--- src/hw/fswc_pkg.sv ---
package fswc_pkg;
   // Internal display clocks per line; one design clock stands for one of them
   localparam int unsigned LINE_CLKS = 23;
   localparam logic [4:0] LINE_LAST = 5'(LINE_CLKS - 1);
   // Field widths
   localparam int NL_W = 6;
   localparam int PORCH_W = 4;
   localparam int FMP_W = 9;
   localparam int FMI_W = 3;
   localparam int LINE_W = 10;
   localparam int ROW_W = 9;
   localparam int DATA_W = 18;
   // Display lines are (count + 1) * 8
   localparam int NL_SHIFT = 3;
   localparam logic [LINE_W-1:0] LINE_ONE = 10'h001;
   // Display mode codes
   localparam logic [1:0] MODE_INT = 2'h0;
   localparam logic [1:0] MODE_VSYNC = 2'h2;
   // Highest legal frame-mark position
   localparam logic [FMP_W-1:0] FMP_LAST = 9'h1BF;
   // Frame-mark interval codes and periods
   localparam logic [FMI_W-1:0] FMI_EVERY1 = 3'h0;
   localparam logic [FMI_W-1:0] FMI_EVERY2 = 3'h1;
   localparam logic [FMI_W-1:0] FMI_EVERY4 = 3'h3;
   localparam logic [FMI_W-1:0] FMI_EVERY6 = 3'h5;
   localparam logic [2:0] PER_NONE = 3'h0;
   localparam logic [2:0] PER_1 = 3'h1;
   localparam logic [2:0] PER_2 = 3'h2;
   localparam logic [2:0] PER_4 = 3'h4;
   localparam logic [2:0] PER_6 = 3'h6;
   // Least distance between written row and displayed row
   localparam logic [ROW_W-1:0] SAFE_LINES = 9'h002;
   // Vertical sync low time issued by the host, one line
   localparam logic [4:0] VSYNC_LOW_CLKS = 5'(LINE_CLKS);
   // Host register byte offsets
   localparam logic [7:0] REG_CTRL = 8'h00;
   localparam logic [7:0] REG_FMCFG = 8'h04;
   localparam logic [7:0] REG_TIMING = 8'h08;
   localparam logic [7:0] REG_VSYNC = 8'h0C;
   localparam logic [7:0] REG_STATUS = 8'h10;
   localparam logic [7:0] REG_WLINE = 8'h14;
   localparam logic [7:0] REG_WDATA = 8'h18;
   // Field positions
   localparam int CTRL_MODE = 0;
   localparam int CTRL_RAMP = 2;
   localparam int CTRL_AID = 3;
   localparam int CTRL_FWM = 4;
   localparam int CTRL_PART = 5;
   localparam int CTRL_SCRL = 6;
   localparam int CTRL_FMSYNC = 7;
   localparam int FMCFG_FMI = 16;
   localparam int TIM_BP = 8;
   localparam int TIM_FP = 12;
   localparam int STAT_FM = 0;
   localparam int STAT_DACT = 1;
   localparam int STAT_VSB = 2;
   localparam int STAT_ROW = 16;
   // Reset values
   localparam logic [7:0] CTRL_RST = 8'h10;
   localparam logic [NL_W-1:0] NL_RST = 6'h35;
   localparam logic [PORCH_W-1:0] BP_RST = 4'hE;
   localparam logic [PORCH_W-1:0] FP_RST = 4'h2;
   localparam logic [FMP_W-1:0] FMP_RST = 9'h000;
   localparam logic [FMI_W-1:0] FMI_RST = 3'h0;

   // Frame phase within one refresh
   typedef enum logic [1:0] {FSWC_BACK, FSWC_DISP, FSWC_FRONT} fswc_phase_t;

   // Interval code to frame period, zero for disallowed codes
   function automatic logic [2:0] fmi_period(input logic [FMI_W-1:0] code);
      case (code)
         FMI_EVERY1: fmi_period = PER_1;
         FMI_EVERY2: fmi_period = PER_2;
         FMI_EVERY4: fmi_period = PER_4;
         FMI_EVERY6: fmi_period = PER_6;
         default: fmi_period = PER_NONE;
      endcase
   endfunction : fmi_period
endpackage : fswc_pkg

--- src/hw/fswc_link_if.sv ---
`timescale 1ns/10ps
`default_nettype none
interface fswc_link_if;
   logic [1:0] display_mode_select;
   logic ram_access_path_select;
   logic address_increment_direction;
   logic fast_write_mode;
   logic [fswc_pkg::FMP_W-1:0] frame_mark_line_position;
   logic [fswc_pkg::FMI_W-1:0] frame_mark_interval;
   logic [fswc_pkg::NL_W-1:0] display_line_count;
   logic [fswc_pkg::PORCH_W-1:0] back_porch_lines;
   logic [fswc_pkg::PORCH_W-1:0] front_porch_lines;
   logic partial_req;
   logic scroll_req;
   logic vsync_n;
   logic wr_stb;
   logic [fswc_pkg::ROW_W-1:0] wr_line;
   logic [fswc_pkg::DATA_W-1:0] wr_data;
   logic frame_mark_output;
   logic disp_active;
   logic [fswc_pkg::ROW_W-1:0] disp_row;

   // Panel controller end
   modport dev (
      input display_mode_select, ram_access_path_select, address_increment_direction,
      input fast_write_mode, frame_mark_line_position, frame_mark_interval,
      input display_line_count, back_porch_lines, front_porch_lines,
      input partial_req, scroll_req, vsync_n, wr_stb, wr_line, wr_data,
      output frame_mark_output, disp_active, disp_row
   );
   // Host end
   modport host (
      output display_mode_select, ram_access_path_select, address_increment_direction,
      output fast_write_mode, frame_mark_line_position, frame_mark_interval,
      output display_line_count, back_porch_lines, front_porch_lines,
      output partial_req, scroll_req, vsync_n, wr_stb, wr_line, wr_data,
      input frame_mark_output, disp_active, disp_row
   );
endinterface : fswc_link_if
`default_nettype wire

--- src/hw/fswc_host.sv ---
`timescale 1ns/10ps
`default_nettype none
module fswc_host (
   input wire logic clk_i,
   input wire logic rst_i,
   input wire logic wb_cyc_i,
   input wire logic wb_stb_i,
   input wire logic wb_we_i,
   input wire logic [7:0] wb_adr_i,
   input wire logic [3:0] wb_sel_i,
   input wire logic [31:0] wb_dat_i,
   output logic [31:0] wb_dat_o,
   output logic wb_ack_o,
   fswc_link_if.host link
);
   logic [7:0] ctrl_q; // Mode and option bits
   logic [31:0] fmcfg_q; // Mark position and interval
   logic [31:0] timing_q; // Line count and porches
   logic [fswc_pkg::ROW_W-1:0] wline_q; // Row of the next pixel write
   logic [4:0] vs_cnt_q; // Remaining sync low clocks
   logic vsync_n_q; // Sync output register
   logic fm_prev_q; // Mark level one clock ago
   logic fm_seen_q; // Sticky mark-rise flag
   logic wr_stb_q; // Pixel write strobe
   logic [fswc_pkg::ROW_W-1:0] wr_line_q; // Pixel write row
   logic [fswc_pkg::DATA_W-1:0] wr_data_q; // Pixel write data
   logic ack_q; // Bus acknowledge
   logic [31:0] rdata_q; // Read data register
   logic req; // New bus request
   logic wr_ok; // Pixel write may proceed
   logic line_safe; // Written row clear of display
   logic [fswc_pkg::ROW_W-1:0] ahead; // Rows written ahead of display
   logic sync_sel; // Host runs sync-locked mode
   logic wr_acc; // Accepted bus write
   logic fm_clr; // Software clears the mark flag
   logic [31:0] rmux; // Read selection
   logic [31:0] wline_mrg; // Write row after byte-lane merge

   // Byte-lane merge for partial writes
   function automatic logic [31:0] merge(input logic [31:0] old, input logic [31:0] nw,
                                         input logic [3:0] sel);
      for (int i = 0; i < 4; i++) begin
         merge[i*8 +: 8] = sel[i] ? nw[i*8 +: 8] : old[i*8 +: 8];
      end
   endfunction : merge

   // Merged row word; a function result cannot be part-selected directly
   assign wline_mrg = merge({23'h0, wline_q}, wb_dat_i, wb_sel_i);

   // sync mode is mode 10 with system path
   assign sync_sel = (ctrl_q[fswc_pkg::CTRL_MODE +: 2] == fswc_pkg::MODE_VSYNC)
                     && !ctrl_q[fswc_pkg::CTRL_RAMP];

   // written row must lead the displayed row by two
   assign ahead = wline_q - link.disp_row;
   assign line_safe = !link.disp_active || (ahead >= fswc_pkg::SAFE_LINES);
   // mark-synced writes wait for the mark rise
   assign wr_ok = line_safe && (!ctrl_q[fswc_pkg::CTRL_FMSYNC] || fm_seen_q);

   // Pixel writes stall the bus until safe; all else answers next clock
   assign req = wb_cyc_i && wb_stb_i && !ack_q;
   assign wr_acc = req && wb_we_i && ((wb_adr_i != fswc_pkg::REG_WDATA) || wr_ok);
   assign fm_clr = wr_acc && (wb_adr_i == fswc_pkg::REG_STATUS)
                   && wb_sel_i[0] && wb_dat_i[fswc_pkg::STAT_FM];

   // Bus acknowledge, one clock long
   always_ff @(posedge clk_i) begin
      if (rst_i) begin
         ack_q <= 1'b0;
      end else begin
         ack_q <= req && ((wb_adr_i != fswc_pkg::REG_WDATA) || !wb_we_i || wr_ok);
      end
   end
   assign wb_ack_o = ack_q;

   // Register writes
   always_ff @(posedge clk_i) begin
      if (rst_i) begin
         ctrl_q <= fswc_pkg::CTRL_RST;
         fmcfg_q <= '0;
         timing_q <= '0;
         wline_q <= '0;
         fmcfg_q[fswc_pkg::FMCFG_FMI +: fswc_pkg::FMI_W] <= fswc_pkg::FMI_RST;
         fmcfg_q[0 +: fswc_pkg::FMP_W] <= fswc_pkg::FMP_RST;
         timing_q[0 +: fswc_pkg::NL_W] <= fswc_pkg::NL_RST;
         timing_q[fswc_pkg::TIM_BP +: fswc_pkg::PORCH_W] <= fswc_pkg::BP_RST;
         timing_q[fswc_pkg::TIM_FP +: fswc_pkg::PORCH_W] <= fswc_pkg::FP_RST;
      end else if (wr_acc) begin
         case (wb_adr_i)
            fswc_pkg::REG_CTRL: ctrl_q <= wb_sel_i[0] ? wb_dat_i[7:0] : ctrl_q;
            fswc_pkg::REG_FMCFG: fmcfg_q <= merge(fmcfg_q, wb_dat_i, wb_sel_i);
            fswc_pkg::REG_TIMING: timing_q <= merge(timing_q, wb_dat_i, wb_sel_i);
            fswc_pkg::REG_WLINE: wline_q <= wline_mrg[fswc_pkg::ROW_W-1:0];
            default: ctrl_q <= ctrl_q;
         endcase
      end
   end

   // Sync pulse: a write to the sync register drives one line low
   always_ff @(posedge clk_i) begin
      if (rst_i) begin
         vs_cnt_q <= 5'h00;
         vsync_n_q <= 1'b1;
      end else if (wr_acc && (wb_adr_i == fswc_pkg::REG_VSYNC)) begin
         vs_cnt_q <= fswc_pkg::VSYNC_LOW_CLKS;
         vsync_n_q <= 1'b0;
      end else if (vs_cnt_q != 5'h00) begin
         vs_cnt_q <= vs_cnt_q - 5'h01;
         vsync_n_q <= (vs_cnt_q == 5'h01);
      end
   end

   // Mark rise flag; a rise in the clearing clock wins
   always_ff @(posedge clk_i) begin
      if (rst_i) begin
         fm_prev_q <= 1'b0;
         fm_seen_q <= 1'b0;
      end else begin
         fm_prev_q <= link.frame_mark_output;
         fm_seen_q <= (link.frame_mark_output && !fm_prev_q) || (fm_seen_q && !fm_clr);
      end
   end

   // Pixel write issue on the accepting clock
   always_ff @(posedge clk_i) begin
      if (rst_i) begin
         wr_stb_q <= 1'b0;
         wr_line_q <= '0;
         wr_data_q <= '0;
      end else begin
         wr_stb_q <= wr_acc && (wb_adr_i == fswc_pkg::REG_WDATA);
         if (wr_acc && (wb_adr_i == fswc_pkg::REG_WDATA)) begin
            wr_line_q <= wline_q;
            wr_data_q <= wb_dat_i[fswc_pkg::DATA_W-1:0];
         end
      end
   end

   // Read mux; unmapped offsets read zero
   always_comb begin
      rmux = '0;
      case (wb_adr_i)
         fswc_pkg::REG_CTRL: rmux = {24'h0, ctrl_q};
         fswc_pkg::REG_FMCFG: rmux = fmcfg_q;
         fswc_pkg::REG_TIMING: rmux = timing_q;
         fswc_pkg::REG_WLINE: rmux = {23'h0, wline_q};
         fswc_pkg::REG_STATUS: begin
            rmux[fswc_pkg::STAT_FM] = fm_seen_q;
            rmux[fswc_pkg::STAT_DACT] = link.disp_active;
            rmux[fswc_pkg::STAT_VSB] = !vsync_n_q;
            rmux[fswc_pkg::STAT_ROW +: fswc_pkg::ROW_W] = link.disp_row;
         end
         default: rmux = '0;
      endcase
   end
   always_ff @(posedge clk_i) begin
      if (rst_i) begin
         rdata_q <= '0;
      end else if (req) begin
         rdata_q <= rmux;
      end
   end
   assign wb_dat_o = rdata_q;

   // Link fields
   assign link.display_mode_select = ctrl_q[fswc_pkg::CTRL_MODE +: 2];
   assign link.ram_access_path_select = ctrl_q[fswc_pkg::CTRL_RAMP];
   // increment direction forced to 0 in sync mode
   assign link.address_increment_direction = ctrl_q[fswc_pkg::CTRL_AID] && !sync_sel;
   // fast write forced on in both synced modes
   assign link.fast_write_mode = ctrl_q[fswc_pkg::CTRL_FWM] || sync_sel
                                 || ctrl_q[fswc_pkg::CTRL_FMSYNC];
   assign link.partial_req = ctrl_q[fswc_pkg::CTRL_PART];
   assign link.scroll_req = ctrl_q[fswc_pkg::CTRL_SCRL];
   assign link.frame_mark_line_position = fmcfg_q[0 +: fswc_pkg::FMP_W];
   assign link.frame_mark_interval = fmcfg_q[fswc_pkg::FMCFG_FMI +: fswc_pkg::FMI_W];
   assign link.display_line_count = timing_q[0 +: fswc_pkg::NL_W];
   assign link.back_porch_lines = timing_q[fswc_pkg::TIM_BP +: fswc_pkg::PORCH_W];
   assign link.front_porch_lines = timing_q[fswc_pkg::TIM_FP +: fswc_pkg::PORCH_W];
   assign link.vsync_n = vsync_n_q;
   assign link.wr_stb = wr_stb_q;
   assign link.wr_line = wr_line_q;
   assign link.wr_data = wr_data_q;
endmodule : fswc_host
`default_nettype wire

--- src/flat_wrapper.sv ---
// flat-port wrapper written by rule: the top's interface ports become plain ports
module fswc_host_flat 
  (clk_i, rst_i, wb_cyc_i, wb_stb_i, wb_we_i, wb_adr_i, wb_sel_i, wb_dat_i, wb_dat_o, wb_ack_o, link_display_mode_select, link_ram_access_path_select, link_address_increment_direction, link_fast_write_mode, link_frame_mark_line_position, link_frame_mark_interval, link_display_line_count, link_back_porch_lines, link_front_porch_lines, link_partial_req, link_scroll_req, link_vsync_n, link_wr_stb, link_wr_line, link_wr_data, link_frame_mark_output, link_disp_active, link_disp_row);
  fswc_link_if link_i ();
  input wire logic clk_i;
  input wire logic rst_i;
  input wire logic wb_cyc_i;
  input wire logic wb_stb_i;
  input wire logic wb_we_i;
  input wire logic [7:0] wb_adr_i;
  input wire logic [3:0] wb_sel_i;
  input wire logic [31:0] wb_dat_i;
  output logic [31:0] wb_dat_o;
  output logic wb_ack_o;
  output wire logic [$bits(link_i.display_mode_select)-1:0] link_display_mode_select;
  output wire logic [$bits(link_i.ram_access_path_select)-1:0] link_ram_access_path_select;
  output wire logic [$bits(link_i.address_increment_direction)-1:0] link_address_increment_direction;
  output wire logic [$bits(link_i.fast_write_mode)-1:0] link_fast_write_mode;
  output wire logic [$bits(link_i.frame_mark_line_position)-1:0] link_frame_mark_line_position;
  output wire logic [$bits(link_i.frame_mark_interval)-1:0] link_frame_mark_interval;
  output wire logic [$bits(link_i.display_line_count)-1:0] link_display_line_count;
  output wire logic [$bits(link_i.back_porch_lines)-1:0] link_back_porch_lines;
  output wire logic [$bits(link_i.front_porch_lines)-1:0] link_front_porch_lines;
  output wire logic [$bits(link_i.partial_req)-1:0] link_partial_req;
  output wire logic [$bits(link_i.scroll_req)-1:0] link_scroll_req;
  output wire logic [$bits(link_i.vsync_n)-1:0] link_vsync_n;
  output wire logic [$bits(link_i.wr_stb)-1:0] link_wr_stb;
  output wire logic [$bits(link_i.wr_line)-1:0] link_wr_line;
  output wire logic [$bits(link_i.wr_data)-1:0] link_wr_data;
  input wire logic [$bits(link_i.frame_mark_output)-1:0] link_frame_mark_output;
  input wire logic [$bits(link_i.disp_active)-1:0] link_disp_active;
  input wire logic [$bits(link_i.disp_row)-1:0] link_disp_row;
  assign link_display_mode_select = link_i.display_mode_select;
  assign link_ram_access_path_select = link_i.ram_access_path_select;
  assign link_address_increment_direction = link_i.address_increment_direction;
  assign link_fast_write_mode = link_i.fast_write_mode;
  assign link_frame_mark_line_position = link_i.frame_mark_line_position;
  assign link_frame_mark_interval = link_i.frame_mark_interval;
  assign link_display_line_count = link_i.display_line_count;
  assign link_back_porch_lines = link_i.back_porch_lines;
  assign link_front_porch_lines = link_i.front_porch_lines;
  assign link_partial_req = link_i.partial_req;
  assign link_scroll_req = link_i.scroll_req;
  assign link_vsync_n = link_i.vsync_n;
  assign link_wr_stb = link_i.wr_stb;
  assign link_wr_line = link_i.wr_line;
  assign link_wr_data = link_i.wr_data;
  assign link_i.frame_mark_output = link_frame_mark_output;
  assign link_i.disp_active = link_disp_active;
  assign link_i.disp_row = link_disp_row;
  fswc_host u_core (.clk_i(clk_i), .rst_i(rst_i), .wb_cyc_i(wb_cyc_i), .wb_stb_i(wb_stb_i), .wb_we_i(wb_we_i), .wb_adr_i(wb_adr_i), .wb_sel_i(wb_sel_i), .wb_dat_i(wb_dat_i), .wb_dat_o(wb_dat_o), .wb_ack_o(wb_ack_o), .link(link_i));
endmodule
--- config.mk ---
export PLATFORM = sky130hd
export DESIGN_NAME = fswc_host_flat
export DESIGN_NICKNAME = d
export VERILOG_FILES = /design/src/hw/fswc_pkg.sv /design/src/hw/fswc_link_if.sv /design/src/hw/fswc_host.sv /design/src/flat_wrapper.sv
export SDC_FILE = /design/constraint.sdc
export NUM_CORES = 1
export LEC_CHECK = 0
export ABC_CLOCK_PERIOD_IN_PS = 2500
export BUFFER_PORTS_ARGS = -buffer_cell sky130_fd_sc_hd__buf_2
export CAP_MARGIN = 30
export CORE_MARGIN = 10
export CORE_UTILIZATION = 30
export DETAILED_ROUTE_END_ITERATION = 7
export SYNTH_ARGS = -nofsm -noshare
export SYNTH_HDL_FRONTEND = slang
export SYNTH_SLANG_ARGS = --single-unit
--- constraint.sdc ---
create_clock -name clk_i -period 2.5 [get_ports clk_i]
set_input_delay 0.25 -clock clk_i [delete_from_list [all_inputs] [get_ports clk_i]]
set_output_delay 0.25 -clock clk_i [all_outputs]
set_load 0.05 [all_outputs]
==> metrics.md <==
| Metric | Value |
|---|---|
| Dpl cells | 1118 |
| Syn. warnings | 0 |
| I/O pin count | 155 |
| Share of the synthesized area in the top cell type | 0.439 |
| Peak supply drop | 0.000465 V |
| Final setup fails | 19 |
| Minimum clock period | 2530 ps |
| WL/cell | 18.0 um |
| Vias per inst | 4.82 |
| Critical Path, Cell by Cell | inv_2 -> ha_4 -> fa_2 -> nor2b_4 -> o31a_1 -> o21ai_2 -> buf_4 -> o2bb2ai_2 -> xnor2_2 -> o311a_4 -> buf_12 -> mux2i_1 |
| Non-filler instance count after layout | 1156 |
| Post-detailed-route DRC marker count | 0 |
| Minimum hold slack | 46.7 ps |
| Hpwl dp | 15.5 mm |
| Starting Density | 0.303 |
| Die W | 171 um |
| Clock Latency Late Sink | 430 ps |
| Largest net degree at the start of global routing | 62 |
| Share of cells above drive strength 1 | 0.295 |
| Violated checks | negative setup slack |
| Final core utilization | 0.380 |
| Root Driver | clkbuf_16 |
| Sequential share of the synthesized area | 0.439 |
| Clock Skew | 11.4 ps |
| Yosys top cell by area | dfxtp_1 |
| Post-CTS Hold Fix Bufs | 0 |
| Fin. max-slew vios | 0 |
| Crit path arrival time | 2840 ps |
| Clock transition at path regs | 60 ps |
| Tcrit/Tclk final | 1.01 |
| PortBufs | 154 |
| Worst slew pin tran | 870 ps |
| Status | finished with violations |
| Site Rows | 55 |
| Pre-antenna DRT Iters | 5 |
| CP max-delay cell | o311a_4 |
| Asr flop ratio synth | 0 |
| Leakage | 3.34 nW |
| Setup TNS | -474 ps |
| Routability Congestion | 0.795 |
| CTS tree | done |
| Max-capacitance violation count | 0 |
| WS Path Type | flop to flop |
| Rel. slew slack | 0.420 |
| First-pass GRT wire length | 31.5 mm |
| Routed WL | 20.8 mm |
| Clock Path Buffers | 2 |
| DRT iter0 DRCs | 391 |
| PD cells | 661 nW/um^2 |
| DRT antenna net count | 0 |
| Synthesized flop and latch total | 150 |
| Dpl cell area | 7870 sq um |
| Startpoint Class | flop |
| Final hold vios | 0 |
| Unique masters post-synth | 57 |
| # H-tree levels | 4 |
| Area added between synthesis and finish | 25.5% |
| Hold/Removal Path Class | primary input to flop |
| Die Footprint | 29200 sq um |
| Setup crit end kind | flop |
| Worst path max stage delay | 430 ps |
| Die Height | 171 um |
| GRT Util Overall | 0.139 |
| Nets | 928 |
| Synth top area cells | dfxtp_1 44%, mux2i_1 14%, nor2_1 6.6%, nand2b_1 5.5%, buf_4 3.2% |
| EDFF count, synth | 0 |
| Fill cells | 2274 |
| PnR worst setup slack | -32.0 ps |
| Worst-path fanout max | 19 |
| Post-route cell area | 8590 sq um |
| Core area | 22600 sq um |
| Clock sinks | 150 |
| Mean post-synth cell area | 9.52 sq um |
| Syn Nets | 790 |
| Antenna violations before repair | 2 |
| RSZ-0062 raised after global routing | true |
| Via count | 5571 |
| Synth Instances | 719 |
| Max Clk Rate | 0.395 GHz |
| CTS Buf Count | 17 |
| Top FF cell, synth | dfxtp_1 |
| Area of the mapped netlist | 6840 sq um |
| Number of global-route vias before repair | 5351 |
| Total grt overflow | 0 |
| WP data required | 2810 ps |
==> synthesized netlist by cell type (2+ instances only) <==
cell type,count
dfxtp_1,150
nor2_1,121
mux2i_1,99
nand2b_1,60
clkbuf_1,34
a21oi_1,29
buf_4,29
nor3_1,19
a22oi_1,16
nor2b_1,15
a221oi_1,14
inv_1,13
a222oi_1,10
ha_1,10
nand2_1,10
a211o_1,9
buf_2,7
nand3_1,6
nor2_4,6
xnor2_1,5
a31oi_1,4
o2111ai_1,3
o21a_1,3
or3_1,3
a211oi_1,2
and2_1,2
buf_12,2
buf_6,2
mux2_2,2
nor2_2,2
nor4_4,2
o21ai_0,2
o21ai_1,2
o31ai_1,2
xor2_1,2
==> stage by stage <==
step	total power [mW]	setup slack (ps)
6_report	5.67	-32.0
2_1_floorplan	2.88	25.1
3_3_place_gp	3.05	-58.8
5_1_grt	5.92	-113
3_5_place_dp	3.06	-117
4_1_cts	5.73	1.02
==> critical path: cells and delay by family (launching register included) <==
family / cells / cell delay [ps]
flip-flops: 1 / 330
buffers and inverters: 3 / 350
adder cells (fa/ha/maj): 2 / 520
XOR/XNOR: 1 / 140
AND/OR/NAND/NOR: 1 / 130
multiplexers: 1 / 130
AO/OA/AOI/OAI: 4 / 810
==> kinds of logic (layout without fill, tap and decap cells) <==
family | Yosys count | after routing | share of synthesized area
AOI/OAI and AO/OA | 105 | 105 | 0.114
xor gates and xnor gates | 7 | 7 | 0.00896
adders and majority gates | 11 | 11 | 0.0212
buffers and inverters | 87 | 237 | 0.0719
DFF | 150 | 150 | 0.439
muxes | 101 | 101 | 0.148
other | 0 | 2 | 0
and+or+nand+nor | 258 | 258 | 0.197
==> metal layers <==
| metal | vias up | track usage | routed length [um] |
|---|---|---|---|
| met5 | - | 0 | 0 |
| met4 | 0 | 0.0340 | 180 |
| met3 | 15 | 0.0440 | 1160 |
| met2 | 137 | 0.209 | 9490 |
| met1 | 2664 | 0.187 | 9990 |
| li1 | 2755 | - | - |
==> state kept, by name, summed over array words and instances, names as in the netlist <==
register / count
u_core.fmcfg_q: 32
u_core.timing_q: 32
u_core.wb_dat_o: 32
u_core.link.wr_data: 18
u_core.link.wr_line: 9
u_core.wline_q: 9
u_core.ctrl_q: 8
u_core.vs_cnt_q: 5
u_core.fm_prev_q: 1
u_core.fm_seen_q: 1
u_core.link.vsync_n: 1
u_core.link.wr_stb: 1
u_core.wb_ack_o: 1
==> layout by cell type (no fill, tap or decap), drive strengths merged, types with 2 or more instances in the layout <==
master / instances
inv: 13
o31ai: 2
nor4: 4
a211o: 9
dfxtp: 150
nand3: 6
mux2i: 99
a222oi: 10
o2111ai: 3
xor2: 2
a31oi: 4
o21ai: 5
mux2: 2
clkbuf: 24
a211oi: 2
a221oi: 14
diode: 2
and2: 2
or3: 3
nor3: 20
xnor2: 5
nor2b: 17
nand2: 10
a22oi: 16
a21oi: 29
o21a: 3
nor2: 129
nand2b: 61
clkinv: 4
bufinv: 3
buf: 192
ha: 10
==> worst paths after layout <==
kind / startpoint / to / slack, ps / cells past startpoint
max: u_core.wline_q[0] / u_core.link.wr_data[8] / -30 / 12
min: link_frame_mark_output / u_core.fm_prev_q / 50 / 2
max reg2reg: u_core.wline_q[0] / u_core.link.wr_data[8] / -30 / 12
min reg2reg: u_core.link.wr_line[8] / u_core.link.wr_line[8] / 470 / 2
==> what timing repair did <==
item                                    CTS  global route
resized for setup                         5             3
cloned                                    0             1
pin swaps                                 1             5
endpoints found under the setup margin   28            29
buffers inserted                          1             3
==> report_power, final <==
| part | internal, mW | switching [mW] |
|---|---|---|
| clock network | 1.67 | 0.992 |
| logic | 0.208 | 0.332 |
| registers | 2.44 | 0.0364 |
==> layout make-up <==
| type | count | area (sq um) | area share |
|---|---|---|---|
| multi-input cells | 482 | 3430 | 0.399 |
| flip-flops and latches | 150 | 3000 | 0.350 |
| repair buffers | 193 | 1130 | 0.132 |
| clock buffers | 23 | 488 | 0.0568 |
| well taps | 285 | 357 | 0.0415 |
| clock inverters | 8 | 121 | 0.0141 |
| inverters | 13 | 48.8 | 0.00568 |
| diodes | 2 | 5.00 | 0.000583 |
Note: power is estimated with default switching activity, not from simulation.
